`src/aio_pkg.sv`:
```
// Shared constants and types for the board control register block.
// Assumes a single 100 MHz system clock and the local register port below.
package aio_pkg;

  localparam logic [6:0]  BOARD_CONTROL_OFS = 7'h00;
  localparam logic [31:0] BOARD_CONTROL_RST = 32'h2202_00A0;

  localparam int SRC_LSB        = 0;
  localparam int UNDERFLOW_BIT  = 3;
  localparam int RANGE_A_LSB    = 4;
  localparam int RANGE_B_LSB    = 6;
  localparam int SW_IN_CLK_BIT  = 8;
  localparam int BURST_EN_BIT   = 9;
  localparam int BURST_BUSY_BIT = 10;
  localparam int SW_IN_TRIG_BIT = 11;
  localparam int BUF_EN_BIT     = 12;
  localparam int BUF_CLR_BIT    = 13;
  localparam int THRESH_BIT     = 14;
  localparam int OVERFLOW_BIT   = 15;
  localparam int OUT_RANGE_LSB  = 16;
  localparam int SIMUL_BIT      = 18;
  localparam int BUF_OUT_BIT    = 19;
  localparam int SW_OUT_CLK_BIT = 20;
  localparam int TRIG_INIT_BIT  = 21;
  localparam int RATE_C_EN_BIT  = 22;
  localparam int CLK_INIT_BIT   = 24;
  localparam int OFFSET_BIN_BIT = 25;
  localparam int RATE_A_EN_BIT  = 26;
  localparam int RATE_B_EN_BIT  = 27;
  localparam int CAL_BIT        = 28;
  localparam int CAL_PASS_BIT   = 29;
  localparam int INIT_BIT       = 31;

  localparam int SYNC_STAGES    = 3;
  localparam int COUNT_W        = 19;

  typedef enum logic [2:0]
  {
    SRC_DIFF   = 3'h0,
    SRC_SINGLE = 3'h1,
    SRC_ZERO   = 3'h2,
    SRC_VREF   = 3'h3,
    SRC_OUT0   = 3'h4,
    SRC_OUT1   = 3'h5,
    SRC_RSVD6  = 3'h6,
    SRC_RSVD7  = 3'h7
  } aio_src_e;

  typedef enum logic [1:0]
  {
    RANGE_2V5  = 2'h0,
    RANGE_5V   = 2'h1,
    RANGE_10V  = 2'h2,
    RANGE_RSVD = 2'h3
  } aio_range_e;

  typedef enum logic [1:0]
  {
    CAL_IDLE = 2'b00,
    CAL_RUN  = 2'b01
  } aio_cal_e;

  localparam aio_src_e   SRC_RST        = SRC_DIFF;
  localparam aio_range_e RANGE_RST      = RANGE_10V;
  localparam logic       OFFSET_BIN_RST = 1'b1;
  localparam logic       CAL_PASS_RST   = 1'b1;

  typedef struct packed
  {
    logic       wr;
    logic       rd;
    logic [6:0] addr;
    logic [31:0] wdata;
  } aio_bus_req_s;

  typedef struct packed
  {
    aio_src_e   inputSourceSelect;
    aio_range_e rangeA;
    aio_range_e rangeB;
    aio_range_e outRange;
    logic       burstEn;
    logic       bufAcceptEn;
    logic       simultaneous;
    logic       bufferedOut;
    logic       trigInit;
    logic       clkInit;
    logic       offsetBinary;
    logic       rateAEn;
    logic       rateBEn;
    logic       rateCEn;
  } aio_cfg_s;

  localparam aio_cfg_s CFG_RST = '{
    inputSourceSelect: SRC_RST,
    rangeA:            RANGE_RST,
    rangeB:            RANGE_RST,
    outRange:          RANGE_RST,
    burstEn:           1'b0,
    bufAcceptEn:       1'b0,
    simultaneous:      1'b0,
    bufferedOut:       1'b0,
    trigInit:          1'b0,
    clkInit:           1'b0,
    offsetBinary:      OFFSET_BIN_RST,
    rateAEn:           1'b0,
    rateBEn:           1'b0,
    rateCEn:           1'b0
  };

endpackage

```
`src/aio_pin_sync.sv`:
```
// Three-stage pin synchroniser with agreement filter and rising-edge pulse.
// Assumes the pin is asynchronous to clk_sys.
module aio_pin_sync
(
  input  wire logic clk_sys,
  input  wire logic sys_rst,
  input  wire logic pinIn,
  output logic      level,
  output logic      rise
);
  import aio_pkg::*;

  logic [SYNC_STAGES-1:0] stage_reg;

  always_ff @(posedge clk_sys or posedge sys_rst)
  begin
    if (sys_rst)
      stage_reg <= '0;
    else
      stage_reg <= {stage_reg[SYNC_STAGES-2:0], pinIn};
  end

  // A change counts only once the second and third stages agree
  always_ff @(posedge clk_sys or posedge sys_rst)
  begin
    if (sys_rst)
    begin
      level <= 1'b0;
      rise  <= 1'b0;
    end
    else
    begin
      rise <= 1'b0;
      if (stage_reg[1] == stage_reg[2])
      begin
        level <= stage_reg[1];
        rise  <= stage_reg[1] & ~level;
      end
    end
  end

endmodule // aio_pin_sync

```
`src/aio_board_control.sv`:
```
// Board control and status register with its strobes, pin directions and flags.
// Assumes the local controller presents single-cycle read and write requests.
module aio_board_control
(
  input  wire logic                         clk_sys,
  input  wire logic                         sys_rst,
  input  wire aio_pkg::aio_bus_req_s        busReq,
  output logic [31:0]                       regRdData,
  output logic                              regRdValid,
  input  wire logic                         underflowEvt,
  input  wire logic                         overflowEvt,
  input  wire logic [aio_pkg::COUNT_W-1:0]  bufCount,
  input  wire logic [aio_pkg::COUNT_W-1:0]  bufThreshold,
  input  wire logic                         burstDone,
  input  wire logic                         calDone,
  input  wire logic                         calFail,
  input  wire logic                         rateATick,
  input  wire logic                         rateBTick,
  input  wire logic                         rateCTick,
  input  wire logic                         trigPinI,
  output logic                              trigPinO,
  output logic                              trigPinOe,
  input  wire logic                         clkPinI,
  output logic                              clkPinO,
  output logic                              clkPinOe,
  output aio_pkg::aio_cfg_s                 cfg,
  output logic                              sampleStrobe,
  output logic                              burstStart,
  output logic                              burstBusy,
  output logic                              clearBuf,
  output logic                              outClkStrobe,
  output logic                              calStart,
  output logic                              calBusy,
  output logic                              boardInit
);
  import aio_pkg::*;

  aio_cfg_s   cfg_reg;
  aio_cal_e   calState_reg;
  logic       underflow_reg;
  logic       overflow_reg;
  logic       thresh_reg;
  logic       burstBusy_reg;
  logic       calPass_reg;
  logic       wrHit;
  logic       initHit;
  logic       actHit;
  logic       trigLevel;
  logic       trigRise;
  logic       clkLevel;
  logic       clkRise;
  logic       trigEvt;
  logic       burstGo;
  logic [31:0] image;

  // Reserved codes leave the field unchanged
  function automatic aio_range_e pickRange(logic [1:0] wr, aio_range_e cur);
    pickRange = (wr == RANGE_RSVD) ? cur : aio_range_e'(wr);
  endfunction

  function automatic logic wrBit(logic [31:0] d, int pos);
    wrBit = d[pos];
  endfunction

  aio_pin_sync u_trigSync
  (
    .clk_sys (clk_sys),
    .sys_rst (sys_rst),
    .pinIn   (trigPinI),
    .level   (trigLevel),
    .rise    (trigRise)
  );

  aio_pin_sync u_clkSync
  (
    .clk_sys (clk_sys),
    .sys_rst (sys_rst),
    .pinIn   (clkPinI),
    .level   (clkLevel),
    .rise    (clkRise)
  );

  assign wrHit   = busReq.wr && (busReq.addr == BOARD_CONTROL_OFS);
  assign initHit = wrHit && wrBit(busReq.wdata, INIT_BIT);
  assign actHit  = wrHit && !wrBit(busReq.wdata, INIT_BIT);

  // Configuration fields
  always_ff @(posedge clk_sys or posedge sys_rst)
  begin
    if (sys_rst)
      cfg_reg <= CFG_RST;
    else if (initHit)
      cfg_reg <= CFG_RST;
    else if (actHit)
    begin
      if (busReq.wdata[SRC_LSB+2:SRC_LSB] < 3'(SRC_RSVD6))
        cfg_reg.inputSourceSelect <= aio_src_e'(busReq.wdata[SRC_LSB+2:SRC_LSB]);
      cfg_reg.rangeA <= pickRange(busReq.wdata[RANGE_A_LSB+1:RANGE_A_LSB],
                                  cfg_reg.rangeA);
      cfg_reg.rangeB <= pickRange(busReq.wdata[RANGE_B_LSB+1:RANGE_B_LSB],
                                  cfg_reg.rangeB);
      cfg_reg.outRange <= pickRange(busReq.wdata[OUT_RANGE_LSB+1:OUT_RANGE_LSB],
                                    cfg_reg.outRange);
      cfg_reg.burstEn      <= busReq.wdata[BURST_EN_BIT];
      cfg_reg.bufAcceptEn  <= busReq.wdata[BUF_EN_BIT];
      cfg_reg.simultaneous <= busReq.wdata[SIMUL_BIT];
      cfg_reg.bufferedOut  <= busReq.wdata[BUF_OUT_BIT];
      cfg_reg.trigInit     <= busReq.wdata[TRIG_INIT_BIT];
      cfg_reg.clkInit      <= busReq.wdata[CLK_INIT_BIT];
      cfg_reg.offsetBinary <= busReq.wdata[OFFSET_BIN_BIT];
      cfg_reg.rateAEn      <= busReq.wdata[RATE_A_EN_BIT];
      cfg_reg.rateBEn      <= busReq.wdata[RATE_B_EN_BIT];
      cfg_reg.rateCEn      <= busReq.wdata[RATE_C_EN_BIT];
    end
  end

  assign cfg = cfg_reg;

  // Sticky buffer error flags; a hardware event wins over a bus clear but not over an initialize write
  always_ff @(posedge clk_sys or posedge sys_rst)
  begin
    if (sys_rst)
    begin
      underflow_reg <= 1'b0;
      overflow_reg  <= 1'b0;
    end
    else if (initHit)
    begin
      underflow_reg <= 1'b0;
      overflow_reg  <= 1'b0;
    end
    else
    begin
      underflow_reg <= underflowEvt |
                       (actHit ? busReq.wdata[UNDERFLOW_BIT] : underflow_reg);
      overflow_reg  <= overflowEvt |
                       (actHit ? busReq.wdata[OVERFLOW_BIT] : overflow_reg);
    end
  end

  always_ff @(posedge clk_sys or posedge sys_rst)
  begin
    if (sys_rst)
      thresh_reg <= 1'b0;
    else
      thresh_reg <= (bufCount > bufThreshold);
  end

  // Sample clock: software strobe forces a sample whatever the source
  always_ff @(posedge clk_sys or posedge sys_rst)
  begin
    if (sys_rst)
    begin
      sampleStrobe <= 1'b0;
      clkPinO      <= 1'b0;
    end
    else
    begin
      sampleStrobe <= (actHit && busReq.wdata[SW_IN_CLK_BIT]) ||
                      (cfg_reg.clkInit ? (cfg_reg.rateAEn && rateATick) : clkRise);
      clkPinO      <= cfg_reg.clkInit && cfg_reg.rateAEn && rateATick;
    end
  end

  assign clkPinOe  = cfg_reg.clkInit;
  assign trigPinOe = cfg_reg.trigInit;

  // Burst trigger: software trigger overrides the selected source
  assign trigEvt = (actHit && busReq.wdata[SW_IN_TRIG_BIT]) ||
                   (cfg_reg.trigInit ? (cfg_reg.rateBEn && rateBTick) : trigRise);
  assign burstGo = cfg_reg.burstEn && trigEvt && !burstBusy_reg;

  always_ff @(posedge clk_sys or posedge sys_rst)
  begin
    if (sys_rst)
    begin
      burstBusy_reg <= 1'b0;
      burstStart    <= 1'b0;
      trigPinO      <= 1'b0;
    end
    else
    begin
      burstStart <= burstGo && !initHit;
      trigPinO   <= cfg_reg.trigInit && trigEvt;
      if (initHit || !cfg_reg.burstEn || burstDone)
        burstBusy_reg <= 1'b0;
      else if (burstGo)
        burstBusy_reg <= 1'b1;
    end
  end

  assign burstBusy = burstBusy_reg;

  // Single-action pulses, plus the rate C tick on outClkStrobe, one cycle each
  always_ff @(posedge clk_sys or posedge sys_rst)
  begin
    if (sys_rst)
    begin
      clearBuf     <= 1'b0;
      outClkStrobe <= 1'b0;
      boardInit    <= 1'b0;
    end
    else
    begin
      clearBuf     <= actHit && busReq.wdata[BUF_CLR_BIT];
      outClkStrobe <= (actHit && busReq.wdata[SW_OUT_CLK_BIT]) ||
                      (cfg_reg.rateCEn && rateCTick);
      boardInit    <= initHit;
    end
  end

  // Autocalibration sequencing
  always_ff @(posedge clk_sys or posedge sys_rst)
  begin
    if (sys_rst)
    begin
      calState_reg <= CAL_IDLE;
      calPass_reg  <= CAL_PASS_RST;
      calStart     <= 1'b0;
    end
    else
    begin
      calStart <= 1'b0;
      if (initHit)
      begin
        calState_reg <= CAL_IDLE;
        calPass_reg  <= CAL_PASS_RST;
      end
      else
      begin
        case (calState_reg)
          CAL_IDLE:
          begin
            if (actHit && busReq.wdata[CAL_BIT])
            begin
              calState_reg <= CAL_RUN;
              calPass_reg  <= 1'b1;
              calStart     <= 1'b1;
            end
          end
          CAL_RUN:
          begin
            if (calDone)
            begin
              calState_reg <= CAL_IDLE;
              if (calFail)
                calPass_reg <= 1'b0;
            end
          end
          default:
            calState_reg <= CAL_IDLE;
        endcase
      end
    end
  end

  assign calBusy = (calState_reg == CAL_RUN);

  // Read image; action bits except CAL, which reads calBusy, and out-of-scope bits read as zero
  always_comb
  begin
    image                                   = '0;
    image[SRC_LSB+2:SRC_LSB]                = cfg_reg.inputSourceSelect;
    image[UNDERFLOW_BIT]                    = underflow_reg;
    image[RANGE_A_LSB+1:RANGE_A_LSB]        = cfg_reg.rangeA;
    image[RANGE_B_LSB+1:RANGE_B_LSB]        = cfg_reg.rangeB;
    image[BURST_EN_BIT]                     = cfg_reg.burstEn;
    image[BURST_BUSY_BIT]                   = burstBusy_reg;
    image[BUF_EN_BIT]                       = cfg_reg.bufAcceptEn;
    image[THRESH_BIT]                       = thresh_reg;
    image[OVERFLOW_BIT]                     = overflow_reg;
    image[OUT_RANGE_LSB+1:OUT_RANGE_LSB]    = cfg_reg.outRange;
    image[SIMUL_BIT]                        = cfg_reg.simultaneous;
    image[BUF_OUT_BIT]                      = cfg_reg.bufferedOut;
    image[TRIG_INIT_BIT]                    = cfg_reg.trigInit;
    image[RATE_C_EN_BIT]                    = cfg_reg.rateCEn;
    image[CLK_INIT_BIT]                     = cfg_reg.clkInit;
    image[OFFSET_BIN_BIT]                   = cfg_reg.offsetBinary;
    image[RATE_A_EN_BIT]                    = cfg_reg.rateAEn;
    image[RATE_B_EN_BIT]                    = cfg_reg.rateBEn;
    image[CAL_BIT]                          = calBusy;
    image[CAL_PASS_BIT]                     = calPass_reg;
  end

  always_ff @(posedge clk_sys or posedge sys_rst)
  begin
    if (sys_rst)
    begin
      regRdData  <= '0;
      regRdValid <= 1'b0;
    end
    else
    begin
      regRdValid <= busReq.rd;
      if (busReq.rd)
        regRdData <= (busReq.addr == BOARD_CONTROL_OFS) ? image : 32'h0000_0000;
    end
  end
endmodule // aio_board_control

```
`config.mk`:
```
export PLATFORM = sky130hd
export DESIGN_NAME = aio_board_control
export DESIGN_NICKNAME = d
export VERILOG_FILES = /design/src/aio_pkg.sv /design/src/aio_pin_sync.sv /design/src/aio_board_control.sv
export SDC_FILE = /design/constraint.sdc
export NUM_CORES = 1
export LEC_CHECK = 0
export BUFFER_PORTS_ARGS = -buffer_cell sky130_fd_sc_hd__buf_4
export CORE_ASPECT_RATIO = 0.5
export CORE_UTILIZATION = 45
export DETAILED_ROUTE_END_ITERATION = 12
export PLACE_DENSITY = 0.79
export SKIP_CTS_REPAIR_TIMING = 1
export SYNTH_ARGS = -nofsm -noshare
export SYNTH_HDL_FRONTEND = slang
export SYNTH_SLANG_ARGS = --single-unit
```
`constraint.sdc`:
```
create_clock -name clk_sys -period 4.9 [get_ports clk_sys]
set_input_delay 0.98 -clock clk_sys [delete_from_list [all_inputs] [get_ports clk_sys]]
set_output_delay 0.98 -clock clk_sys [all_outputs]
set_load 0.05 [all_outputs]
```
# == Word-level counts from Yosys, hierarchy flattened ==
# Index checks and enable logic that the tools add are counted.
# totals
input_bits,91
wordCells,123
out_inout_bits,64
ff_bits,77
# classes
order_cmp,2
n_mux,29
eq_ne,12
reduce_logical,38
n_bitwise,6
# ops
cell,n
2-to-1 mux 19 bit,2
2-to-1 mux 30 bit,1
> comparator 19 bit,1
logical AND 1 bit,17
2-to-1 mux 1 bit,17
2-to-1 mux 2 bit,6
AND reduction 2 bit,5
logical NOT 7 bit,1
"== test 2 bit, second input constant",3
"inequality test 2 bit, second input constant",3
"inequality test 3 x 2 -> 1 bit, second input constant",2
nonzero test 2 bit,3
logical OR 1 bit,5
logical NOT 1 bit,4
one-hot mux 2 bit (2 select lines),1
AND reduction 4 bit,1
"less-than comparator 3 bit, second input constant",1
2-to-1 mux 3 bit,1
"inequality test 3 bit, second input constant",1
nonzero test 3 bit,1
bitwise AND 1 bit,2
== test 1 bit,2
"== test 2 x 1 -> 1 bit, second input constant",1
logical NOT 2 bit,1
3 further kinds,5

# == Depth between registers and ports, before layout ==
# logic_depth
ltp_word,9
depth_mapped,6
ltp_nobuf,6

# == By module ==
# Synthesis repeated with hierarchy kept, for this count alone.
# hier_totals
hier_cells,270
area_unflattened_um2,3179.3
# by_module_without_submodules
mod,cells_per_inst,area_each_um2,n_inst,seq_area_each_um2
aio_board_control,254,2879.0,1,1482.7
aio_pin_sync,8,150.1,2,125.1

# == Least setup slack after synthesis ==
# Ideal clock, no wire load.
# synth_timing
path_type,input port to flip-flop
start,in busReq[36] (netlist bit)
end,reg cfg_reg (netlist bit cfg[0])
required_ns,4.779
setup_slack_ns,2.861
arrival_ns,1.918
path_buffers,1
stages,4
setup_ns,0.121
path_cell_list,nor4_4 > nand3_2 > buf_2 > a22o_1
# synth_between
elab_chain_len,4
elab_cells_between_ends,6
classes_between,1 x mux; 5 x reduce/logical
# synth_rtl
element,line,text
from (decl),aio_board_control.sv:7,"input wire aio_pkg::aio_bus_req_s busReq,"
logical NOT 7 bit *,aio_board_control.sv:83,assign wrHit = busReq.wr && (busReq.addr == BOARD_CONTROL_OFS);
logical AND 1 bit *,aio_board_control.sv:83,
"logical AND 1 bit, on equally long branches","aio_board_control.sv:84, aio_board_control.sv:85",
2-to-1 mux 19 bit / nonzero test 2 bit (equally long branches),-,
to (decl),aio_board_control.sv:38,aio_cfg_s cfg_reg;
# Mark *: on every way between the ends. The rest lies on a longest branch, timed or not.
# A chain may end at the register's enable or synchronous reset.

# == Final worst setup path ==
# layout_timing
start,in busReq[36] (netlist bit)
end,reg regRdData[4]
# layout_between
elab_chain_len,2
# layout_rtl
element,line,text
logical NOT 7 bit,aio_board_control.sv:296,regRdData <= (busReq.addr == BOARD_CONTROL_OFS) ? image : 32'h0000_0000;
2-to-1 mux 30 bit,aio_board_control.sv:296,
to (signal assigned),aio_board_control.sv:296,
to (decl),aio_board_control.sv:8,"output logic [31:0] regRdData,"
# Every way passes these cells.

==> summary.json <==
{
  "outcome": {
    "status": "finished clean"
  },
  "drt": {
    "num_vias": 2596,
    "postRouteWirelength_um": 7790,
    "wl_per_cell_um": 15.4,
    "first_iter_violations": 143,
    "drc": 0,
    "ant_nets": 0,
    "via_per_inst": 5.12,
    "drt_pass1_iterations": 4
  },
  "pwr": {
    "share_comb_of_total_power": 0.132,
    "power-per-cell-area_nw_per_um2": 348,
    "vdd_drop_max_mv": 0.195,
    "pwr-share-seq": 0.378,
    "leakagePower_nw": 2.46,
    "switching_power_mw": 0.368,
    "internal_power_mw": 1.22,
    "clock_power_share": 0.489,
    "sw_frac_of_total": 0.231
  },
  "sta": {
    "max_clock_freq_mhz": 420,
    "relSlewSlack": 0.297,
    "fin_crit_ns": 2.38,
    "finClkSkew_ns": 0.00294,
    "setup_viol": 0,
    "setup_total_negative_slack_ns": 0,
    "worst_slew_pin_slew_ns": 1.05,
    "rsz0062_at_grt": "false",
    "finalCritPeriodShare": 0.486,
    "report.final.slew_viol_count": 0,
    "hold_viol": 0
  },
  "layout": {
    "finished_layout_cell_area_um2": 4570,
    "largest_reg_flops": 25,
    "share_of_final_layout_standard_cells_stronger_than_drive_strength_1": 0.414,
    "fin_nets": 520,
    "layout.filler_cells": 480,
    "area_growth_pct": 45.9,
    "insertedDiodeCount": 0
  },
  "logic_synthesis": {
    "post_synth.cell_area_avg_um2": 11.6,
    "syn_inst": 270,
    "synth_cell_types": 46,
    "synth_top_area_share": 0.511,
    "yosysTopAreaCell": "sky130_fd_sc_hd__dfrtp_1",
    "synth_enable_flop_cells": 0,
    "yosysSeqAreaShare": 0.553,
    "post-synth-top-count-cell": "sky130_fd_sc_hd__dfrtp_1",
    "yosysWarnings": 0,
    "synth_area_um2": 3130,
    "asyncSetResetFlopFracSynth": 1.00,
    "synth-seq-cells": 69,
    "top_area_cells_in_the_synthesized_netlist": "sky130_fd_sc_hd__dfrtp_1, sky130_fd_sc_hd__a22o_1, sky130_fd_sc_hd__ha_1",
    "synthTopCellsByCount": "sky130_fd_sc_hd__dfrtp_1, sky130_fd_sc_hd__a22o_1, sky130_fd_sc_hd__inv_1",
    "most_common_flop_cell_mapped_by_yosys": "sky130_fd_sc_hd__dfrtp_1"
  },
  "cts": {
    "cts.clk_slew.worst_paths_ns": 0.05,
    "worst_skew_pair.late_latency_ns": 0.33,
    "clock_path_buffers": 2,
    "cts-htree-levels": 3,
    "cts_root_buffer": "sky130_fd_sc_hd__clkbuf_16",
    "cts_tree": "yes",
    "tritoncts.num_buffers": 9,
    "number_of_clock_sinks_seen_by_cts": 69
  },
  "grt": {
    "first_global_vias": 2514,
    "grtUsageTotal": 0.215,
    "globalRoute.totalOverflow": 0,
    "wire_length_of_the_first_global_routing_pass_um": 11800,
    "largest_net_degree_at_the_start_of_global_routing": 40,
    "antenna_found_initial": 0
  },
  "floorplan": {
    "core-area_um2": 6700,
    "die_area_um2": 7320,
    "i_o_pin_count": 155,
    "die_width_um": 120,
    "die_h_um": 61.0,
    "row_count": 21,
    "start_util": 0.467
  },
  "critical_path": {
    "end_kind": "flop",
    "r2r.worst_path.cells": 4,
    "delay_of_the_slowest_cell_on_the_worst_path_ns": 0.93,
    "slowest_stage": "sky130_fd_sc_hd__and3_1",
    "cp_cell_sequence": "buf_4 > nor4_4 > and3_1 > a22o_1",
    "worstPathRequired_ns": 5.16,
    "crit_path_depth": 4,
    "startpoint_type": "primary input",
    "crit_fanout": 25,
    "crit_buf_inv": 1,
    "critPathLaunch": "busReq[36]",
    "critical_path_at_ns": 2.64,
    "critical-path-top-delay-family": "simple AND/OR/NAND/NOR gates",
    "r2r_start": "trigPinOe",
    "critical_path_class": "primary input to flop"
  },
  "job": {
    "cap_violations": 0
  },
  "hold_path": {
    "min_from": "u_trigSync.stage_reg[0]",
    "number_of_instances_on_the_worst_hold_path": 0,
    "hold_path_class": "flop to flop"
  },
  "placement": {
    "postPlaceCellArea_um2": 4210,
    "gp_congestion": 0.732,
    "hpwl_detailed_um": 5490,
    "input_output_buffers": 142
  }
}
worst paths after layout:
path                                            to  slack (ns)
setup reg to reg                         burstBusy        3.85
hold reg to reg            u_trigSync.stage_reg[1]        0.35
min in group asynchronous            regRdData[12]        0.74
hold / removal             u_trigSync.stage_reg[1]        0.35
max in group asynchronous                   cfg[3]        3.22
setup / recovery                      regRdData[4]        2.52
stage by stage:
stage | util | setup slack [ns] | power (mW) | std cells | hold WS (ns)
floorplan | - | 2.19 | 0.733 | 276 | 0.331
global placement | 0.628 | 2.26 | 0.814 | 491 | 0.334
detailed placement | 0.628 | 2.21 | 0.823 | 491 | 0.339
CTS | 0.682 | 2.53 | 1.60 | 507 | 0.351
global route | 0.682 | 2.41 | 1.65 | 507 | 0.363
finish | 0.682 | 2.52 | 1.59 | 507 | 0.350
cells in the final DEF (no fill, tap or decap), types with 4 or more instances in the layout:
| cell | count |
|---|---|
| sky130_fd_sc_hd__buf_4 | 143 |
| sky130_fd_sc_hd__dfrtp_1 | 64 |
| sky130_fd_sc_hd__a22o_1 | 34 |
| sky130_fd_sc_hd__inv_1 | 33 |
| sky130_fd_sc_hd__ha_1 | 19 |
| sky130_fd_sc_hd__nand2_1 | 14 |
| sky130_fd_sc_hd__nor2_1 | 11 |
| sky130_fd_sc_hd__clkbuf_16 | 9 |
| sky130_fd_sc_hd__o21ai_0 | 7 |
| sky130_fd_sc_hd__a21oi_1 | 7 |
| sky130_fd_sc_hd__conb_1 | 7 |
| sky130_fd_sc_hd__a2bb2oi_1 | 6 |
| sky130_fd_sc_hd__nand4_1 | 6 |
| sky130_fd_sc_hd__dfstp_2 | 5 |
| sky130_fd_sc_hd__nand2b_1 | 4 |
| sky130_fd_sc_hd__bufinv_16 | 4 |
final cells by class:
cell class / instances / area, um2 / area share
Clock buffer: 9 / 225 / 0.0493
Clock inverter: 7 / 138 / 0.0301
Inverter: 34 / 128 / 0.0279
Multi-Input combinational cell: 153 / 1160 / 0.253
Sequential cell: 69 / 1730 / 0.379
Tap cell: 92 / 115 / 0.0252
Timing Repair Buffer: 143 / 1070 / 0.235
kinds of logic (layout without fill, tap and decap cells):
group	count (synthesis)	in the layout	share of synthesized area
compound gates	77	77	0.195
fa+ha+maj	19	19	0.0759
buf+inv	54	193	0.0847
flops	69	69	0.553
other cells	1	7	0.00120
simple gates	50	50	0.0895
power by group through the flow:
stage / logic, mW / clock network, mW / registers, mW
after floorplan: 0.0843 / 0 / 0.649
after global placement: 0.203 / 0 / 0.610
after detailed placement: 0.211 / 0 / 0.612
after CTS: 0.212 / 0.791 / 0.602
after global routing: 0.228 / 0.822 / 0.604
final: 0.211 / 0.779 / 0.602
metal layers:
| layer | GRT usage | share of wire |
|---|---|---|
| met1 | 0.254 | 0.42 |
| met2 | 0.385 | 0.52 |
| met3 | 0.0564 | 0.051 |
| met4 | 0.0964 | 0.016 |
| met5 | 0 | 0 |
No activity file was read; power rests on OpenSTA's default activity.
